File: src/async_serial_pkg.sv
// Constants and shared helpers for the asynchronous serial port.
// Assumes byte-wide host access at eight consecutive offsets.
package async_serial_pkg;
  localparam logic [2:0] ADDR_RX_TX = 3'h0;
  localparam logic [2:0] ADDR_INT_EN = 3'h1;
  localparam logic [2:0] ADDR_INT_ID = 3'h2;
  localparam logic [2:0] ADDR_LINE_FMT = 3'h3;
  localparam logic [2:0] ADDR_MODEM_CTL = 3'h4;
  localparam logic [2:0] ADDR_LINE_FLAGS = 3'h5;
  localparam logic [2:0] ADDR_MODEM_STATE = 3'h6;
  localparam logic [2:0] ADDR_SCRATCH = 3'h7;

  localparam int FMT_STOP_SEL = 2;
  localparam int FMT_PARITY_ON = 3;
  localparam int FMT_EVEN_SEL = 4;
  localparam int FMT_STICK_SEL = 5;
  localparam int FMT_BREAK = 6;
  localparam int FMT_DIV_ACCESS = 7;
  localparam int CTL_LOOP = 4;
  localparam int EN_RX_AVAIL = 0;
  localparam int EN_TX_EMPTY = 1;
  localparam int EN_LINE_STATUS = 2;
  localparam int EN_MODEM_STATUS = 3;

  localparam logic [7:0] INT_ID_NONE = 8'h01;
  localparam logic [7:0] INT_ID_LINE = 8'h06;
  localparam logic [7:0] INT_ID_RX = 8'h04;
  localparam logic [7:0] INT_ID_TX = 8'h02;
  localparam logic [7:0] INT_ID_MODEM = 8'h00;

  localparam logic [7:0] LINE_FMT_RST = 8'h00;
  localparam logic [4:0] MODEM_CTL_RST = 5'h00;
  localparam logic [3:0] INT_EN_RST = 4'h0;
  localparam logic [15:0] DIV_RST = 16'h0001;

  localparam logic [3:0] TICK_LAST = 4'hF;
  localparam logic [3:0] TICK_HALF = 4'h7;
  localparam logic [5:0] STOP_TICKS_ONE = 6'h10;
  localparam logic [5:0] STOP_TICKS_ONE_HALF = 6'h18;
  localparam logic [5:0] STOP_TICKS_TWO = 6'h20;
  localparam logic [1:0] LEN_FIVE = 2'h0;

  function automatic logic [7:0] len_mask(input logic [1:0] sel);
    len_mask = 8'hFF >> (2'h3 - sel);
  endfunction

  function automatic logic [2:0] last_index(input logic [1:0] sel);
    last_index = {1'b0, sel} + 3'h4;
  endfunction

  function automatic logic parity_bit(input logic [7:0] data, input logic [1:0] sel,
                                      input logic even, input logic stick);
    logic [7:0] masked;
    masked = data & len_mask(sel);
    if (stick) begin
      parity_bit = !even;
    end else begin
      parity_bit = even ? ^masked : ~^masked;
    end
  endfunction

  function automatic logic [5:0] stop_ticks(input logic sel, input logic [1:0] len);
    if (!sel) begin
      stop_ticks = STOP_TICKS_ONE;
    end else begin
      stop_ticks = (len == LEN_FIVE) ? STOP_TICKS_ONE_HALF : STOP_TICKS_TWO;
    end
  endfunction
endpackage

File: src/async_serial_tx.sv
// Transmit serializer: start, data, optional parity, stop bits.
// Assumes a one-cycle tick at sixteen times the bit rate; load only while idle.
`timescale 1ns/100ps
module async_serial_tx
  import async_serial_pkg::*;
(
  input wire logic clk_i,
  input wire logic rstn_i,
  input wire logic tick_i,
  input wire logic load_i,
  input wire logic [7:0] data_i,
  input wire logic [1:0] len_sel_i,
  input wire logic stop_sel_i,
  input wire logic parity_on_i,
  input wire logic even_sel_i,
  input wire logic stick_sel_i,
  output logic serial_o,
  output logic busy_o
);
  typedef enum logic [4:0] {
    TX_IDLE = 5'b00001,
    TX_START = 5'b00010,
    TX_DATA = 5'b00100,
    TX_PAR = 5'b01000,
    TX_STOP = 5'b10000
  } tx_state_t;

  tx_state_t state_reg;
  logic [5:0] cnt_reg;
  logic [2:0] idx_reg;
  logic [7:0] shift_reg;
  logic par_reg;

  wire logic bit_end = tick_i && (cnt_reg[3:0] == TICK_LAST);
  wire logic stop_end = tick_i && (cnt_reg == stop_ticks(stop_sel_i, len_sel_i) - 6'h01);
  wire logic last_bit = (idx_reg == last_index(len_sel_i));
  wire logic phase_end = (state_reg == TX_STOP) ? stop_end : bit_end;
  wire logic [5:0] cnt_next = (state_reg == TX_IDLE || phase_end) ? 6'h00 :
                              tick_i ? cnt_reg + 6'h01 : cnt_reg;

  assign serial_o = (state_reg == TX_START) ? 1'b0 :
                    (state_reg == TX_DATA) ? shift_reg[0] :
                    (state_reg == TX_PAR) ? par_reg : 1'b1;
  assign busy_o = (state_reg != TX_IDLE);

  always_ff @(posedge clk_i or negedge rstn_i) begin
    if (!rstn_i) begin
      state_reg <= TX_IDLE;
      cnt_reg <= 6'h00;
      idx_reg <= 3'h0;
      shift_reg <= 8'h00;
      par_reg <= 1'b1;
    end else begin
      cnt_reg <= cnt_next;
      case (state_reg)
        TX_IDLE: begin
          if (load_i) begin
            state_reg <= TX_START;
            shift_reg <= data_i;
            par_reg <= parity_bit(data_i, len_sel_i, even_sel_i, stick_sel_i);
          end
        end
        TX_START: begin
          if (bit_end) begin
            state_reg <= TX_DATA;
            idx_reg <= 3'h0;
          end
        end
        TX_DATA: begin
          if (bit_end) begin
            shift_reg <= shift_reg >> 1;
            idx_reg <= idx_reg + 3'h1;
            if (last_bit) begin
              state_reg <= parity_on_i ? TX_PAR : TX_STOP;
            end
          end
        end
        TX_PAR: begin
          if (bit_end) begin
            state_reg <= TX_STOP;
          end
        end
        TX_STOP: begin
          if (stop_end) begin
            state_reg <= TX_IDLE;
          end
        end
        default: begin
          state_reg <= TX_IDLE;
        end
      endcase
    end
  end
endmodule

File: src/async_serial_port.sv
// Asynchronous serial port: host byte registers, baud generator, receiver.
// Assumes host strobes and serial/modem inputs synchronous to core_clk_i.
`timescale 1ns/100ps
module async_serial_port
  import async_serial_pkg::*;
#(
  parameter int DIV_W = 16
) (
  input wire logic core_clk_i,
  input wire logic rstn_i,
  input wire logic [2:0] addr_i,
  input wire logic rd_i,
  input wire logic wr_i,
  input wire logic [7:0] wdata_i,
  output logic [7:0] rdata_o,
  output logic irq_o,
  input wire logic rxd_i,
  output logic txd_o,
  input wire logic cts_i,
  input wire logic dsr_i,
  input wire logic ri_i,
  input wire logic dcd_i,
  output logic dtr_o,
  output logic rts_o,
  output logic out1_o,
  output logic out2_o
);
  if (DIV_W < 9 || DIV_W > 16) begin : g_bad_width
    $error("DIV_W must lie between 9 and 16");
  end

  typedef enum logic [4:0] {
    RX_IDLE = 5'b00001,
    RX_START = 5'b00010,
    RX_DATA = 5'b00100,
    RX_PAR = 5'b01000,
    RX_STOP = 5'b10000
  } rx_state_t;

  logic [DIV_W-1:0] div_reg;
  logic [DIV_W-1:0] baud_cnt_reg;
  logic baud_tick_reg;
  logic [3:0] int_en_reg;
  logic [7:0] line_fmt_reg;
  logic [4:0] modem_ctl_reg;
  logic [7:0] scratch_reg;
  logic [7:0] tx_hold_reg;
  logic tx_holding_empty_reg;
  logic tx_irq_reg;
  logic [7:0] rx_buf_reg;
  logic rx_byte_ready_reg;
  logic overrun_reg;
  logic parity_fault_reg;
  logic framing_fault_reg;
  logic line_break_flag_reg;
  logic [3:0] modem_delta_reg;
  logic [3:0] modem_prev_reg;
  rx_state_t rx_state_reg;
  logic [3:0] rx_cnt_reg;
  logic [2:0] rx_idx_reg;
  logic [7:0] rx_shift_reg;
  logic rx_par_reg;
  logic rx_prev_reg;
  logic [7:0] rdata_reg;
  logic irq_reg;
  logic txd_reg;
  logic [3:0] modem_out_reg;
  logic tx_serial;
  logic tx_busy;

  // Decode; the access bit only re-banks offsets 0 and 1
  wire logic div_access = line_fmt_reg[FMT_DIV_ACCESS];
  wire logic loop = modem_ctl_reg[CTL_LOOP];
  wire logic at_data = (addr_i == ADDR_RX_TX);
  wire logic at_en = (addr_i == ADDR_INT_EN);
  wire logic rx_buf_rd = rd_i && at_data && !div_access;
  wire logic tx_hold_wr = wr_i && at_data && !div_access;
  wire logic int_en_wr = wr_i && at_en && !div_access;
  wire logic div_lo_wr = wr_i && at_data && div_access;
  wire logic div_hi_wr = wr_i && at_en && div_access;
  wire logic id_rd = rd_i && (addr_i == ADDR_INT_ID);
  wire logic flags_rd = rd_i && (addr_i == ADDR_LINE_FLAGS);
  wire logic modem_rd = rd_i && (addr_i == ADDR_MODEM_STATE);

  wire logic [1:0] len_sel = line_fmt_reg[1:0];
  wire logic parity_on = line_fmt_reg[FMT_PARITY_ON];
  wire logic even_sel = line_fmt_reg[FMT_EVEN_SEL];
  wire logic stick_sel = line_fmt_reg[FMT_STICK_SEL];

  // Baud generator; divisor 0 behaves as 2 to the power DIV_W (65536 at DIV_W 16)
  wire logic baud_wrap = (baud_cnt_reg >= div_reg - DIV_W'(1));

  // Transmit path; break overrides the serializer
  wire logic tx_load = !tx_busy && !tx_holding_empty_reg;
  wire logic line_int = line_fmt_reg[FMT_BREAK] ? 1'b0 : tx_serial;
  wire logic rx_line = loop ? line_int : rxd_i;
  wire logic tx_shifter_empty = tx_holding_empty_reg && !tx_busy;

  // Modem inputs ordered carrier, ring, set ready, clear to send
  wire logic [3:0] modem_in = loop ? {modem_ctl_reg[3], modem_ctl_reg[2], modem_ctl_reg[0],
                                      modem_ctl_reg[1]} : {dcd_i, ri_i, dsr_i, cts_i};
  wire logic [3:0] modem_chg = modem_in ^ modem_prev_reg;
  wire logic [3:0] modem_set = {modem_chg[3], modem_prev_reg[2] && !modem_in[2],
                                modem_chg[1:0]};

  // Receiver sampling at bit centres
  wire logic rx_bit_end = baud_tick_reg && (rx_cnt_reg == TICK_LAST);
  wire logic rx_done = (rx_state_reg == RX_STOP) && rx_bit_end;
  wire logic par_err = parity_on &&
                       (rx_par_reg != parity_bit(rx_shift_reg, len_sel, even_sel, stick_sel));
  wire logic brk_seen = (rx_shift_reg == 8'h00) && !rx_line && !(parity_on && rx_par_reg);

  // Source id priority: line status, data, holding empty, modem
  wire logic line_pend = int_en_reg[EN_LINE_STATUS] &&
                         (overrun_reg || parity_fault_reg || framing_fault_reg ||
                          line_break_flag_reg);
  wire logic rx_pend = int_en_reg[EN_RX_AVAIL] && rx_byte_ready_reg;
  wire logic tx_pend = int_en_reg[EN_TX_EMPTY] && tx_irq_reg;
  wire logic modem_pend = int_en_reg[EN_MODEM_STATUS] && (modem_delta_reg != 4'h0);
  wire logic [7:0] int_source_id = line_pend ? INT_ID_LINE : rx_pend ? INT_ID_RX :
                                   tx_pend ? INT_ID_TX : modem_pend ? INT_ID_MODEM :
                                   INT_ID_NONE;
  wire logic pending = !int_source_id[0];

  wire logic [7:0] line_flags = {1'b0, tx_shifter_empty, tx_holding_empty_reg,
                                 line_break_flag_reg, framing_fault_reg, parity_fault_reg,
                                 overrun_reg, rx_byte_ready_reg};
  wire logic [7:0] rd_mux =
    at_data ? (div_access ? div_reg[7:0] : rx_buf_reg) :
    at_en ? (div_access ? 8'(div_reg >> 8) : {4'h0, int_en_reg}) :
    (addr_i == ADDR_INT_ID) ? int_source_id :
    (addr_i == ADDR_LINE_FMT) ? line_fmt_reg :
    (addr_i == ADDR_MODEM_CTL) ? {3'h0, modem_ctl_reg} :
    (addr_i == ADDR_LINE_FLAGS) ? line_flags :
    (addr_i == ADDR_MODEM_STATE) ? {modem_in, modem_delta_reg} : scratch_reg;

  // Transmit-empty event; a new write or a read naming it clears it, set wins
  wire logic tx_irq_set = (tx_load && !tx_hold_wr) ||
                          (int_en_wr && wdata_i[EN_TX_EMPTY] && !int_en_reg[EN_TX_EMPTY] &&
                           tx_holding_empty_reg);
  wire logic tx_irq_clr = tx_hold_wr || (id_rd && int_source_id == INT_ID_TX);

  async_serial_tx u_tx (
    .clk_i(core_clk_i),
    .rstn_i(rstn_i),
    .tick_i(baud_tick_reg),
    .load_i(tx_load),
    .data_i(tx_hold_reg),
    .len_sel_i(len_sel),
    .stop_sel_i(line_fmt_reg[FMT_STOP_SEL]),
    .parity_on_i(parity_on),
    .even_sel_i(even_sel),
    .stick_sel_i(stick_sel),
    .serial_o(tx_serial),
    .busy_o(tx_busy)
  );

  always_ff @(posedge core_clk_i or negedge rstn_i) begin
    if (!rstn_i) begin
      baud_cnt_reg <= '0;
      baud_tick_reg <= 1'b0;
    end else begin
      baud_cnt_reg <= baud_wrap ? '0 : baud_cnt_reg + DIV_W'(1);
      baud_tick_reg <= baud_wrap;
    end
  end

  always_ff @(posedge core_clk_i or negedge rstn_i) begin
    if (!rstn_i) begin
      div_reg <= DIV_W'(DIV_RST);
      int_en_reg <= INT_EN_RST;
      line_fmt_reg <= LINE_FMT_RST;
      modem_ctl_reg <= MODEM_CTL_RST;
      scratch_reg <= 8'h00;
      tx_hold_reg <= 8'h00;
    end else if (wr_i) begin
      if (div_lo_wr) div_reg[7:0] <= wdata_i;
      if (div_hi_wr) div_reg[DIV_W-1:8] <= wdata_i[DIV_W-9:0];
      if (int_en_wr) int_en_reg <= wdata_i[3:0];
      if (tx_hold_wr) tx_hold_reg <= wdata_i;
      if (addr_i == ADDR_LINE_FMT) line_fmt_reg <= wdata_i;
      if (addr_i == ADDR_MODEM_CTL) modem_ctl_reg <= wdata_i[4:0];
      if (addr_i == ADDR_SCRATCH) scratch_reg <= wdata_i;
    end
  end

  always_ff @(posedge core_clk_i or negedge rstn_i) begin
    if (!rstn_i) begin
      tx_holding_empty_reg <= 1'b1;
      tx_irq_reg <= 1'b0;
      rx_byte_ready_reg <= 1'b0;
      overrun_reg <= 1'b0;
      parity_fault_reg <= 1'b0;
      framing_fault_reg <= 1'b0;
      line_break_flag_reg <= 1'b0;
      modem_delta_reg <= 4'h0;
      modem_prev_reg <= 4'h0;
      rx_buf_reg <= 8'h00;
    end else begin
      tx_holding_empty_reg <= tx_hold_wr ? 1'b0 : (tx_load || tx_holding_empty_reg);
      tx_irq_reg <= tx_irq_set || (tx_irq_reg && !tx_irq_clr);
      rx_byte_ready_reg <= rx_done || (rx_byte_ready_reg && !rx_buf_rd);
      overrun_reg <= (rx_done && rx_byte_ready_reg && !rx_buf_rd) ||
                     (overrun_reg && !flags_rd);
      parity_fault_reg <= (rx_done && par_err) || (parity_fault_reg && !flags_rd);
      framing_fault_reg <= (rx_done && !rx_line) || (framing_fault_reg && !flags_rd);
      line_break_flag_reg <= (rx_done && brk_seen) || (line_break_flag_reg && !flags_rd);
      modem_delta_reg <= modem_set | (modem_delta_reg & ~{4{modem_rd}});
      modem_prev_reg <= modem_in;
      if (rx_done) rx_buf_reg <= rx_shift_reg;
    end
  end

  // Start edge checked every clock, then counted in ticks
  always_ff @(posedge core_clk_i or negedge rstn_i) begin
    if (!rstn_i) begin
      rx_state_reg <= RX_IDLE;
      rx_cnt_reg <= 4'h0;
      rx_idx_reg <= 3'h0;
      rx_shift_reg <= 8'h00;
      rx_par_reg <= 1'b0;
      rx_prev_reg <= 1'b1;
    end else begin
      rx_prev_reg <= rx_line;
      if (rx_state_reg != RX_IDLE && baud_tick_reg) rx_cnt_reg <= rx_cnt_reg + 4'h1;
      case (rx_state_reg)
        RX_IDLE: begin
          rx_cnt_reg <= 4'h0;
          if (rx_prev_reg && !rx_line) rx_state_reg <= RX_START;
        end
        RX_START: begin
          if (baud_tick_reg && rx_cnt_reg == TICK_HALF) begin
            // Glitches shorter than half a bit are dropped
            rx_state_reg <= rx_line ? RX_IDLE : RX_DATA;
            rx_cnt_reg <= 4'h0;
            rx_idx_reg <= 3'h0;
            rx_shift_reg <= 8'h00;
          end
        end
        RX_DATA: begin
          if (rx_bit_end) begin
            rx_shift_reg[rx_idx_reg] <= rx_line;
            rx_idx_reg <= rx_idx_reg + 3'h1;
            if (rx_idx_reg == last_index(len_sel)) begin
              rx_state_reg <= parity_on ? RX_PAR : RX_STOP;
            end
          end
        end
        RX_PAR: begin
          if (rx_bit_end) begin
            rx_par_reg <= rx_line;
            rx_state_reg <= RX_STOP;
          end
        end
        RX_STOP: begin
          if (rx_bit_end) rx_state_reg <= RX_IDLE;
        end
        default: begin
          rx_state_reg <= RX_IDLE;
        end
      endcase
    end
  end

  // Every output is a flop; loopback parks the line idle and outputs inactive
  always_ff @(posedge core_clk_i or negedge rstn_i) begin
    if (!rstn_i) begin
      rdata_reg <= 8'h00;
      irq_reg <= 1'b0;
      txd_reg <= 1'b1;
      modem_out_reg <= 4'h0;
    end else begin
      if (rd_i) rdata_reg <= rd_mux;
      irq_reg <= pending;
      txd_reg <= loop ? 1'b1 : line_int;
      modem_out_reg <= loop ? 4'h0 : modem_ctl_reg[3:0];
    end
  end

  assign rdata_o = rdata_reg;
  assign irq_o = irq_reg;
  assign txd_o = txd_reg;
  assign dtr_o = modem_out_reg[0];
  assign rts_o = modem_out_reg[1];
  assign out1_o = modem_out_reg[2];
  assign out2_o = modem_out_reg[3];
endmodule

File: config.mk
export PLATFORM = sky130hd
export DESIGN_NAME = async_serial_port
export DESIGN_NICKNAME = d
export VERILOG_FILES = /design/src/async_serial_pkg.sv /design/src/async_serial_tx.sv /design/src/async_serial_port.sv
export SDC_FILE = /design/constraint.sdc
export NUM_CORES = 1
export LEC_CHECK = 0
export BUFFER_PORTS_ARGS = -buffer_cell sky130_fd_sc_hd__clkbuf_2
export CORE_UTILIZATION = 60
export DETAILED_ROUTE_END_ITERATION = 8
export PLACE_DENSITY_LB_ADDON = 0.1
export SYNTH_ARGS = -nofsm -noshare
export SYNTH_HDL_FRONTEND = slang
export SYNTH_SLANG_ARGS = --single-unit
File: constraint.sdc
create_clock -name core_clk_i -period 4.9 [get_ports core_clk_i]
set_clock_uncertainty 0.2 [all_clocks]
set_input_delay 0.245 -clock core_clk_i [delete_from_list [all_inputs] [get_ports core_clk_i]]
set_output_delay 0.245 -clock core_clk_i [all_outputs]
set_load 0.01 [all_outputs]
==> results of run 1 <==
-- logic make-up (layout without fill, tap and decap cells) --
family                     count (synthesis)  in the layout  synth area share [%]
and+or+nand+nor                          261            261                 16.05
AOI/OAI and AO/OA                        156            156                 13.58
DFF                                      148            148                 46.32
muxes                                     79             79                 11.05
buffers and inverters                     58            100                 2.966
xor gates and xnor gates                  56             56                 6.291
adders and majority gates                 24             24                 3.747
-- report_power, final --
group	internal, µW	switching (µW)	leakage [µW]
registers	1480	300	0.00184
clock network	735	481	0.000265
logic	502	581	0.00188
total	2710	1360	0.00399
-- worst reg2reg max path: cells and delay by family, from the launching register on --
family,cells,cell delay [ns]
adders and majority gates,1,0.26
AOI/OAI and AO/OA,4,1.31
xor gates and xnor gates,1,0.16
DFF,1,0.41
and+or+nand+nor,4,1.14
-- cell type report --
class	count	area (µm²)
multi-input combinational	576	4065
fill	976	3916
sequential	148	3712
clock buffer	27	493.0
timing repair buffer	45	284.0
tap	172	215.2
inverter	24	90.09
clock inverter	4	48.80
-- layer usage --
metal  GRT usage [%]  vias to the layer above  part of all wire [%]
li1                -                     2890                     -
met1           38.43                     3079                    43
met2           48.45                      169                    50
met3           4.942                       38                   4.5
met4           10.98                        0                   2.5
met5               0                        -                     0
-- placed cells by master (no fill, tap or decap), types with 4 or more instances in the layout --
| cell type | Yosys | layout |
|---|---|---|
| and3_1 | 7 | 7 |
| dfstp_2 | 7 | 7 |
| nor3_1 | 14 | 14 |
| xnor2_1 | 34 | 34 |
| nor3b_1 | 6 | 6 |
| nor2b_1 | 14 | 14 |
| mux2i_1 | 21 | 21 |
| a21o_1 | 13 | 13 |
| a31oi_1 | 13 | 13 |
| dlygate4sd3_1 | 0 | 9 |
| xor2_1 | 21 | 21 |
| nand2_1 | 94 | 94 |
| clkbuf_16 | 0 | 17 |
| nand3b_1 | 6 | 6 |
| nand4_1 | 13 | 13 |
| nand2b_1 | 4 | 4 |
| clkbuf_2 | 0 | 32 |
| o211ai_1 | 9 | 9 |
| or3_1 | 7 | 7 |
| and2_1 | 7 | 7 |
| nand3_1 | 19 | 19 |
| a221oi_1 | 6 | 6 |
| a211oi_1 | 16 | 16 |
| o21ai_0 | 33 | 33 |
| clkbuf_1 | 22 | 7 |
| o31ai_1 | 5 | 5 |
| inv_1 | 24 | 24 |
| nor2_1 | 47 | 47 |
| mux2_2 | 55 | 55 |
| a21oi_1 | 18 | 18 |
| dfrtp_1 | 141 | 141 |
| ha_1 | 24 | 24 |
| nor4_1 | 6 | 6 |
-- metrics by stage --
stage | utilization, % | setup slack (ns)
2_1_floorplan | - | 1.658
3_3_place_gp | 64.54 | 1.521
3_5_place_dp | 64.54 | 1.309
4_1_cts | 69.46 | 1.320
5_1_grt | 69.46 | 1.113
6_report | 69.46 | 1.302
-- worst max-delay path by stage --
| stage | slack [ns] | cells after the start | from | to |
|---|---|---|---|---|
| 6_report | 1.30 | 10 | div_reg[5]$_DFFE_PN0P_ | baud_cnt_reg[5]$_DFF_PN0_ |
| 5_1_grt | 1.11 | 11 | div_reg[5]$_DFFE_PN0P_ | baud_cnt_reg[5]$_DFF_PN0_ |
| 4_1_cts | 1.32 | 10 | div_reg[5]$_DFFE_PN0P_ | baud_cnt_reg[5]$_DFF_PN0_ |
| 3_5_place_dp | 1.31 | 10 | div_reg[5]$_DFFE_PN0P_ | baud_cnt_reg[5]$_DFF_PN0_ |
| 3_3_place_gp | 1.52 | 11 | div_reg[5]$_DFFE_PN0P_ | baud_cnt_reg[3]$_DFF_PN0_ |
| 2_1_floorplan | 1.66 | 12 | div_reg[5]$_DFFE_PN0P_ | baud_cnt_reg[6]$_DFF_PN0_ |
==> results.yml, run 1 <==
drt:
  drt_wl_total_um: 19020
  viasPerCell: 6.201
  drtAntennaViolNets: 0
  drc: 0
  drt_first_pass_iters: 5
  wl_per_cell_um: 19.09
  vias: 6176
  drtIter0Drc: 473
worst_setup_path:
  endpoint_kind: "flop"
  required_ns: 5.02
  r2r-start: "div_reg[5]$_DFFE_PN0P_"
  rrSetupSlack_ns: 1.30
  cp_max_fo: 17
  slowest_delay_ns: 0.50
  reg2reg_to: "baud_cnt_reg[5]$_DFF_PN0_"
  critical_path_buf_inv_count: 0
  start_kind: "flop"
  cpLargestDelayFamily: "compound AO/OA/AOI/OAI gates"
  cp.arrival_ns: 3.72
  reg2reg_depth: 10
  cpMaxStageDelayCell: "o211ai_1"
  path_cells: "nor4_1 -> nand2_1 -> or3_1 -> nor3_1 -> xnor2_1 -> ha_1 -> a21o_1 -> a21oi_1 -> o211ai_1 -> a211oi_1"
  setup.worst_path.class: "reg2reg"
logic_synthesis:
  synth_top_area_cell: "dfrtp_1"
  synth_cell_type_count: 70
  async_flop_share_pct: 100.0
  ys_seq_area_share_pct: 46.32
  syn_area_per_cell_um2: 10.25
  synthTopCellsByArea: "dfrtp_1 (44%), mux2_2 (7.7%), nand2_1 (4.4%)"
  synth_ff_type: "dfrtp_1"
  synth_edf_count: 0
  yosysMostFrequentCell: "dfrtp_1"
  yosys-top-cells-count: "dfrtp_1 (141), nand2_1 (94), mux2_2 (55)"
  yosys.area.top_type_share_pct: 44.02
  netlist_area_mm2: 0.008015
  synth_warnings: 0
  ys_ff_latch: 148
  synthCells: 782
  synth_nets: 826
final_layout:
  final_nets: 856
  diodes: 0
  area_growth_pct: 11.15
  final_cells: 996
  final_area_mm2: 0.008909
  drive_above_1_share_pct: 15.90
timing:
  hold_viol: 0
  finalSetupTns_ns: 0
  maxSlewHeadroom_pct: 19.47
  drv_slew: 0
  tightest_slew_ns: 1.203
  fin_crit_ns: 3.598
  setup_violations: 0
  rsz0062_at_grt: "no"
  clock.fmax_ghz: 0.2779
  period_share_pct: 73.43
  holdWs_ns: 0.004198
pwr:
  p_per_area_mw_per_mm2: 457.4
  power_leakage_uw: 0.003985
  total_power_uw: 4074
  irDropWorstVdd_v: 0.0002508
clock_tree:
  clock_path_buffers: 2
  htreeDepth: 4
  cts.sinks: 148
  tritoncts: "built"
  clock-root-buffer: "clkbuf_16"
  clk_latency_ns: 0.43
  postCtsSetupRepairBufs: 0
  path_clk_slew_ns: 0.06
  cts_hold_buffers: 9
  cts_buffers: 17
  cts_resized: 0
grt:
  grt_pass1_vias: 6037
  grt_pass1_wl_um: 31450
  grt_max_degree: 109
  track_usage_pct: 29.18
  antenna_found_initial: 0
  overflow: 0
die:
  coreArea_mm2: 0.01282
  die-area_mm2: 0.01383
  die_x_um: 117.6
  start_util_pct: 62.50
  ioPinCount: 34
  rows: 41
  dieHeight_um: 117.6
worst_hold_path:
  hp-class: "in2reg"
  whs_endpoint: "div_reg[0]$_DFFE_PN1P_"
  worstHoldStart: "wdata_i[0]"
  whs_path_depth: 3
placed_design:
  place_area_mm2: 0.008277
  dp.cells: 956
  hpwl_um: 13390
  place.gp.congestion: 0.9366
  place.port_buffers: 33
run_status:
  status: "completed"
run:
  drv_cap: 0
No activity file was read; power rests on OpenSTA's default activity.
==> run 2: changes to the inputs <==
--- a/config.mk
+++ b/config.mk
@@ -5,8 +5,9 @@
 export SDC_FILE = /design/constraint.sdc
 export NUM_CORES = 1
 export LEC_CHECK = 0
+export ABC_AREA = 1
 export BUFFER_PORTS_ARGS = -buffer_cell sky130_fd_sc_hd__clkbuf_2
-export CORE_UTILIZATION = 60
+export CORE_UTILIZATION = 56
 export DETAILED_ROUTE_END_ITERATION = 8
 export PLACE_DENSITY_LB_ADDON = 0.1
 export SYNTH_ARGS = -nofsm -noshare
==> constraint.sdc (replaced) <==
create_clock -name core_clk_i -period 3.2 [get_ports core_clk_i]
set_clock_uncertainty 0.2 [all_clocks]
set_input_delay 0.16 -clock core_clk_i [delete_from_list [all_inputs] [get_ports core_clk_i]]
set_output_delay 0.16 -clock core_clk_i [all_outputs]
set_load 0.01 [all_outputs]
==> run 2 against run 1 <==
- maximum frequency rose by 26%
- core utilization fell by 3.4 points
- global-route usage decreased by 0.22 points
- sequential cell count stayed put
- non-clock buffer count up 7
- sequential power rose by 48%
- die area up 10%
- clock-buffer cell count shrank 6
- setup slack worse by 0.97 ns
- routed wire length is 7.0% higher
- synthesized area up 2.9%
- highest routed layer unchanged
==> results.yml, run 2 <==
grt:
  grt.met2_usage_pct: 46.12
  grt_max_degree: 78
  use_met3_pct: 5.489
  overflow: 0
  met1_usage_pct: 40.32
  grt_pass1_wl_um: 33030
  grt_pass1_vias: 6609
  antenna_found_initial: 0
  track_usage_pct: 28.96
  top_usage_layer: "met2"
timing:
  period_share_pct: 89.53
  rsz0062_at_grt: "no"
  clock.fmax_ghz: 0.3490
  setup_violations: 0
  fin_crit_ns: 2.865
  holdWs_ns: 0.05759
  maxSlewHeadroom_pct: 48.61
  drv_slew: 0
  hold_viol: 0
  finalSetupTns_ns: 0
  tightest_slew_ns: 0.7651
worst_setup_path:
  cp.depth: 17
  timing.critical_path.mode_cell: "nand3_1"
  required_ns: 3.31
  r2r-start: "div_reg[0]$_DFFE_PN1P_"
  path_cells: "inv_1 -> ha_1 -> nand3_1 -> nor2_2 -> nand3_2 -> nor3_2 -> xor2_1 -> inv_1 -> ha_1 -> nand2_1 -> inv_1 -> nand3_1 -> nor3_2 -> nand3_1 -> nand3_1 -> buf_6 -> nor2_1"
  cpMaxStageDelayCell: "dfstp_2"
  slowest_delay_ns: 0.38
  cp-endpoint: "baud_cnt_reg[2]$_DFF_PN0_"
  start_kind: "flop"
  cp-startpoint: "div_reg[0]$_DFFE_PN1P_"
  cpLargestDelayFamily: "simple AND/OR/NAND/NOR gates"
  cp.arrival_ns: 2.98
  endpoint_kind: "flop"
  cp_max_fo: 17
  setup.worst_path.class: "reg2reg"
  critical_path_buf_inv_count: 4
  reg2reg_to: "baud_cnt_reg[2]$_DFF_PN0_"
  reg2reg_depth: 17
  rrSetupSlack_ns: 0.33
final_layout:
  final_common_cell: "nand2_1"
  multiInputGateArea_mm2: 0.003865
  final_cell_mix: "nand2_1 (296), dfrtp_1 (141), inv_1 (138)"
  final_nets: 1175
  diodes: 0
  drive_above_1_share_pct: 9.091
  area_growth_pct: 13.35
  nFillCells: 1250
  seq_area_mm2: 0.003712
logic_synthesis:
  yosys-top-cells-count: "nand2_1 (296), dfrtp_1 (141), inv_1 (138)"
  yosys.area.top_type_share_pct: 42.78
  synth_cell_type_count: 40
  synthCells: 1085
  async_flop_share_pct: 100.0
  synthTopCellsByArea: "dfrtp_1 (43%), nand2_1 (13%), o21ai_0 (6.3%)"
  synth_nets: 1129
  yosysMostFrequentCell: "nand2_1"
  netlist_area_mm2: 0.008248
  synth_top_area_cell: "dfrtp_1"
  synth_warnings: 0
  ys_seq_area_share_pct: 45.01
  synth_ff_type: "dfrtp_1"
  ys_ff_latch: 148
  synth_edf_count: 0
  syn_area_per_cell_um2: 7.602
run_status:
  status: "completed"
clock_tree:
  path_clk_slew_ns: 0.06
  clock_path_buffers: 2
  cts_buffers: 17
  clk_latency_ns: 0.43
  htreeDepth: 4
  tritoncts: "built"
  clock-root-buffer: "clkbuf_16"
  cts.sinks: 148
die:
  dieHeight_um: 123.4
  start_util_pct: 58.29
  rows: 43
  die-area_mm2: 0.01522
  die_x_um: 123.4
  coreArea_mm2: 0.01415
  ioPinCount: 34
drt:
  wl_per_cell_um: 15.36
  drc: 0
  viasPerCell: 5.410
  drtIter0Drc: 704
  drt_wl_total_um: 20340
  drtAntennaViolNets: 0
  drt_first_pass_iters: 5
  vias: 7163
pwr:
  p_switching_uw: 2321
  swShare_pct: 34.90
  power_frac_clock_pct: 32.7
  power_leakage_uw: 0.004683
  power.internal_uw: 4329
  p_per_area_mw_per_mm2: 711.2
  pwr-share-seq_pct: 39.8
  p_comb_share_pct: 27.5
  irDropWorstVdd_v: 0.0004582
worst_hold_path:
  hp-class: "in2reg"
placed_design:
  place.gp.congestion: 0.9474
  place.port_buffers: 33
  hpwl_um: 14510
run:
  drv_cap: 0
run 2: cell types whose count changed in the layout (fill, tap and decap cells not counted), moves of 8 or more:
cell      previous run  this run
nor2_1              47        93
nand3_1             19        68
xor2_1              21        29
a21oi_1             18        40
a211oi_1            16         0
nand2_1             94       296
nor2b_1             14         0
mux2i_1             21         0
mux2_2              55         0
a21o_1              13         0
xnor2_1             34         4
inv_1               24       138
o21ai_0             33       104
nand4_1             13        22
run 2: area by class of cell:
| cell class | instances | area share (%) |
|---|---|---|
| clock buffers | 21 | 4.818 |
| clock inverters | 11 | 1.954 |
| inverters | 146 | 5.862 |
| multi-input cells | 766 | 41.34 |
| flip-flops and latches | 148 | 39.71 |
| well taps | 180 | 2.409 |
| repair buffers | 52 | 3.908 |
run 2: what timing repair did:
action / CTS / global route
hold buffers: 14 / 0
endpoints found under the hold margin: 105 / 0
setup endpoints to repair: 0 / 17
resized for setup: 0 / 5
setup buffers: 0 / 1
run 2: worst min-delay path, stage by stage:
cell and delay, ns:
clkbuf_2 0.14, nand2_2 0.25, o21ai_1 0.09
run 2: stage by stage:
stage / power (µW) / setup slack (ns) / std cells / utilization, % / cell area, µm²
finish: 6649 / 0.3350 / 1324 / 66.07 / 9349
global route: 7117 / 0.002942 / 1324 / 66.07 / 9349
CTS: 6661 / 0.04370 / 1323 / 65.87 / 9320
detailed placement: 4449 / 0.06635 / 1277 / 60.40 / 8547
global placement: 4408 / 0.1659 / 1277 / 60.40 / 8547
floorplan: 3938 / 0.2731 / 1085 / - / 8248
run 2: worst min-delay path by stage:
| stage | from | endpoint | slack (ns) | depth (start not counted) |
|---|---|---|---|---|
| after CTS | wr_i | div_reg[9]$_DFFE_PN0P_ | 0.04 | 3 |
| after global placement | rstn_i | rx_state_reg[4]$_DFFE_PN0P_ | 0.02 | 1 |
| after global routing | wr_i | div_reg[9]$_DFFE_PN0P_ | 0.11 | 3 |
| after floorplan | rstn_i | baud_cnt_reg[0]$_DFF_PN0_ | -0.34 | 0 |
| after detailed placement | rstn_i | rx_state_reg[4]$_DFFE_PN0P_ | 0.01 | 1 |
| final | wr_i | div_reg[9]$_DFFE_PN0P_ | 0.06 | 3 |
run 2: logic make-up (layout without fill, tap and decap cells):
family / after synthesis / count (layout) / share of synthesized area [%]
and+or+nand+nor: 527 / 527 / 27.65
AOI/OAI and AO/OA: 182 / 182 / 11.85
buffers and inverters: 171 / 230 / 8.343
DFF: 148 / 148 / 45.01
xor gates and xnor gates: 33 / 33 / 3.504
adders and majority gates: 24 / 24 / 3.641
run 2: per-layer routing:
| metal | share of wire (%) | wire, µm |
|---|---|---|
| met2 | 47 | 9529 |
| met1 | 47 | 9605 |
| met3 | 4.4 | 900 |
| met5 | 0 | 0 |
| met4 | 1.5 | 303 |
run 2: power groups by stage:
stage          clock [µW]  sequential [µW]  combinational [µW]
2_1_floorplan           0             2540                1400
3_3_place_gp            0             2650                1760
3_5_place_dp            0             2660                1790
4_1_cts              2200             2630                1830
5_1_grt              2270             2700                2150
6_report             2180             2640                1830
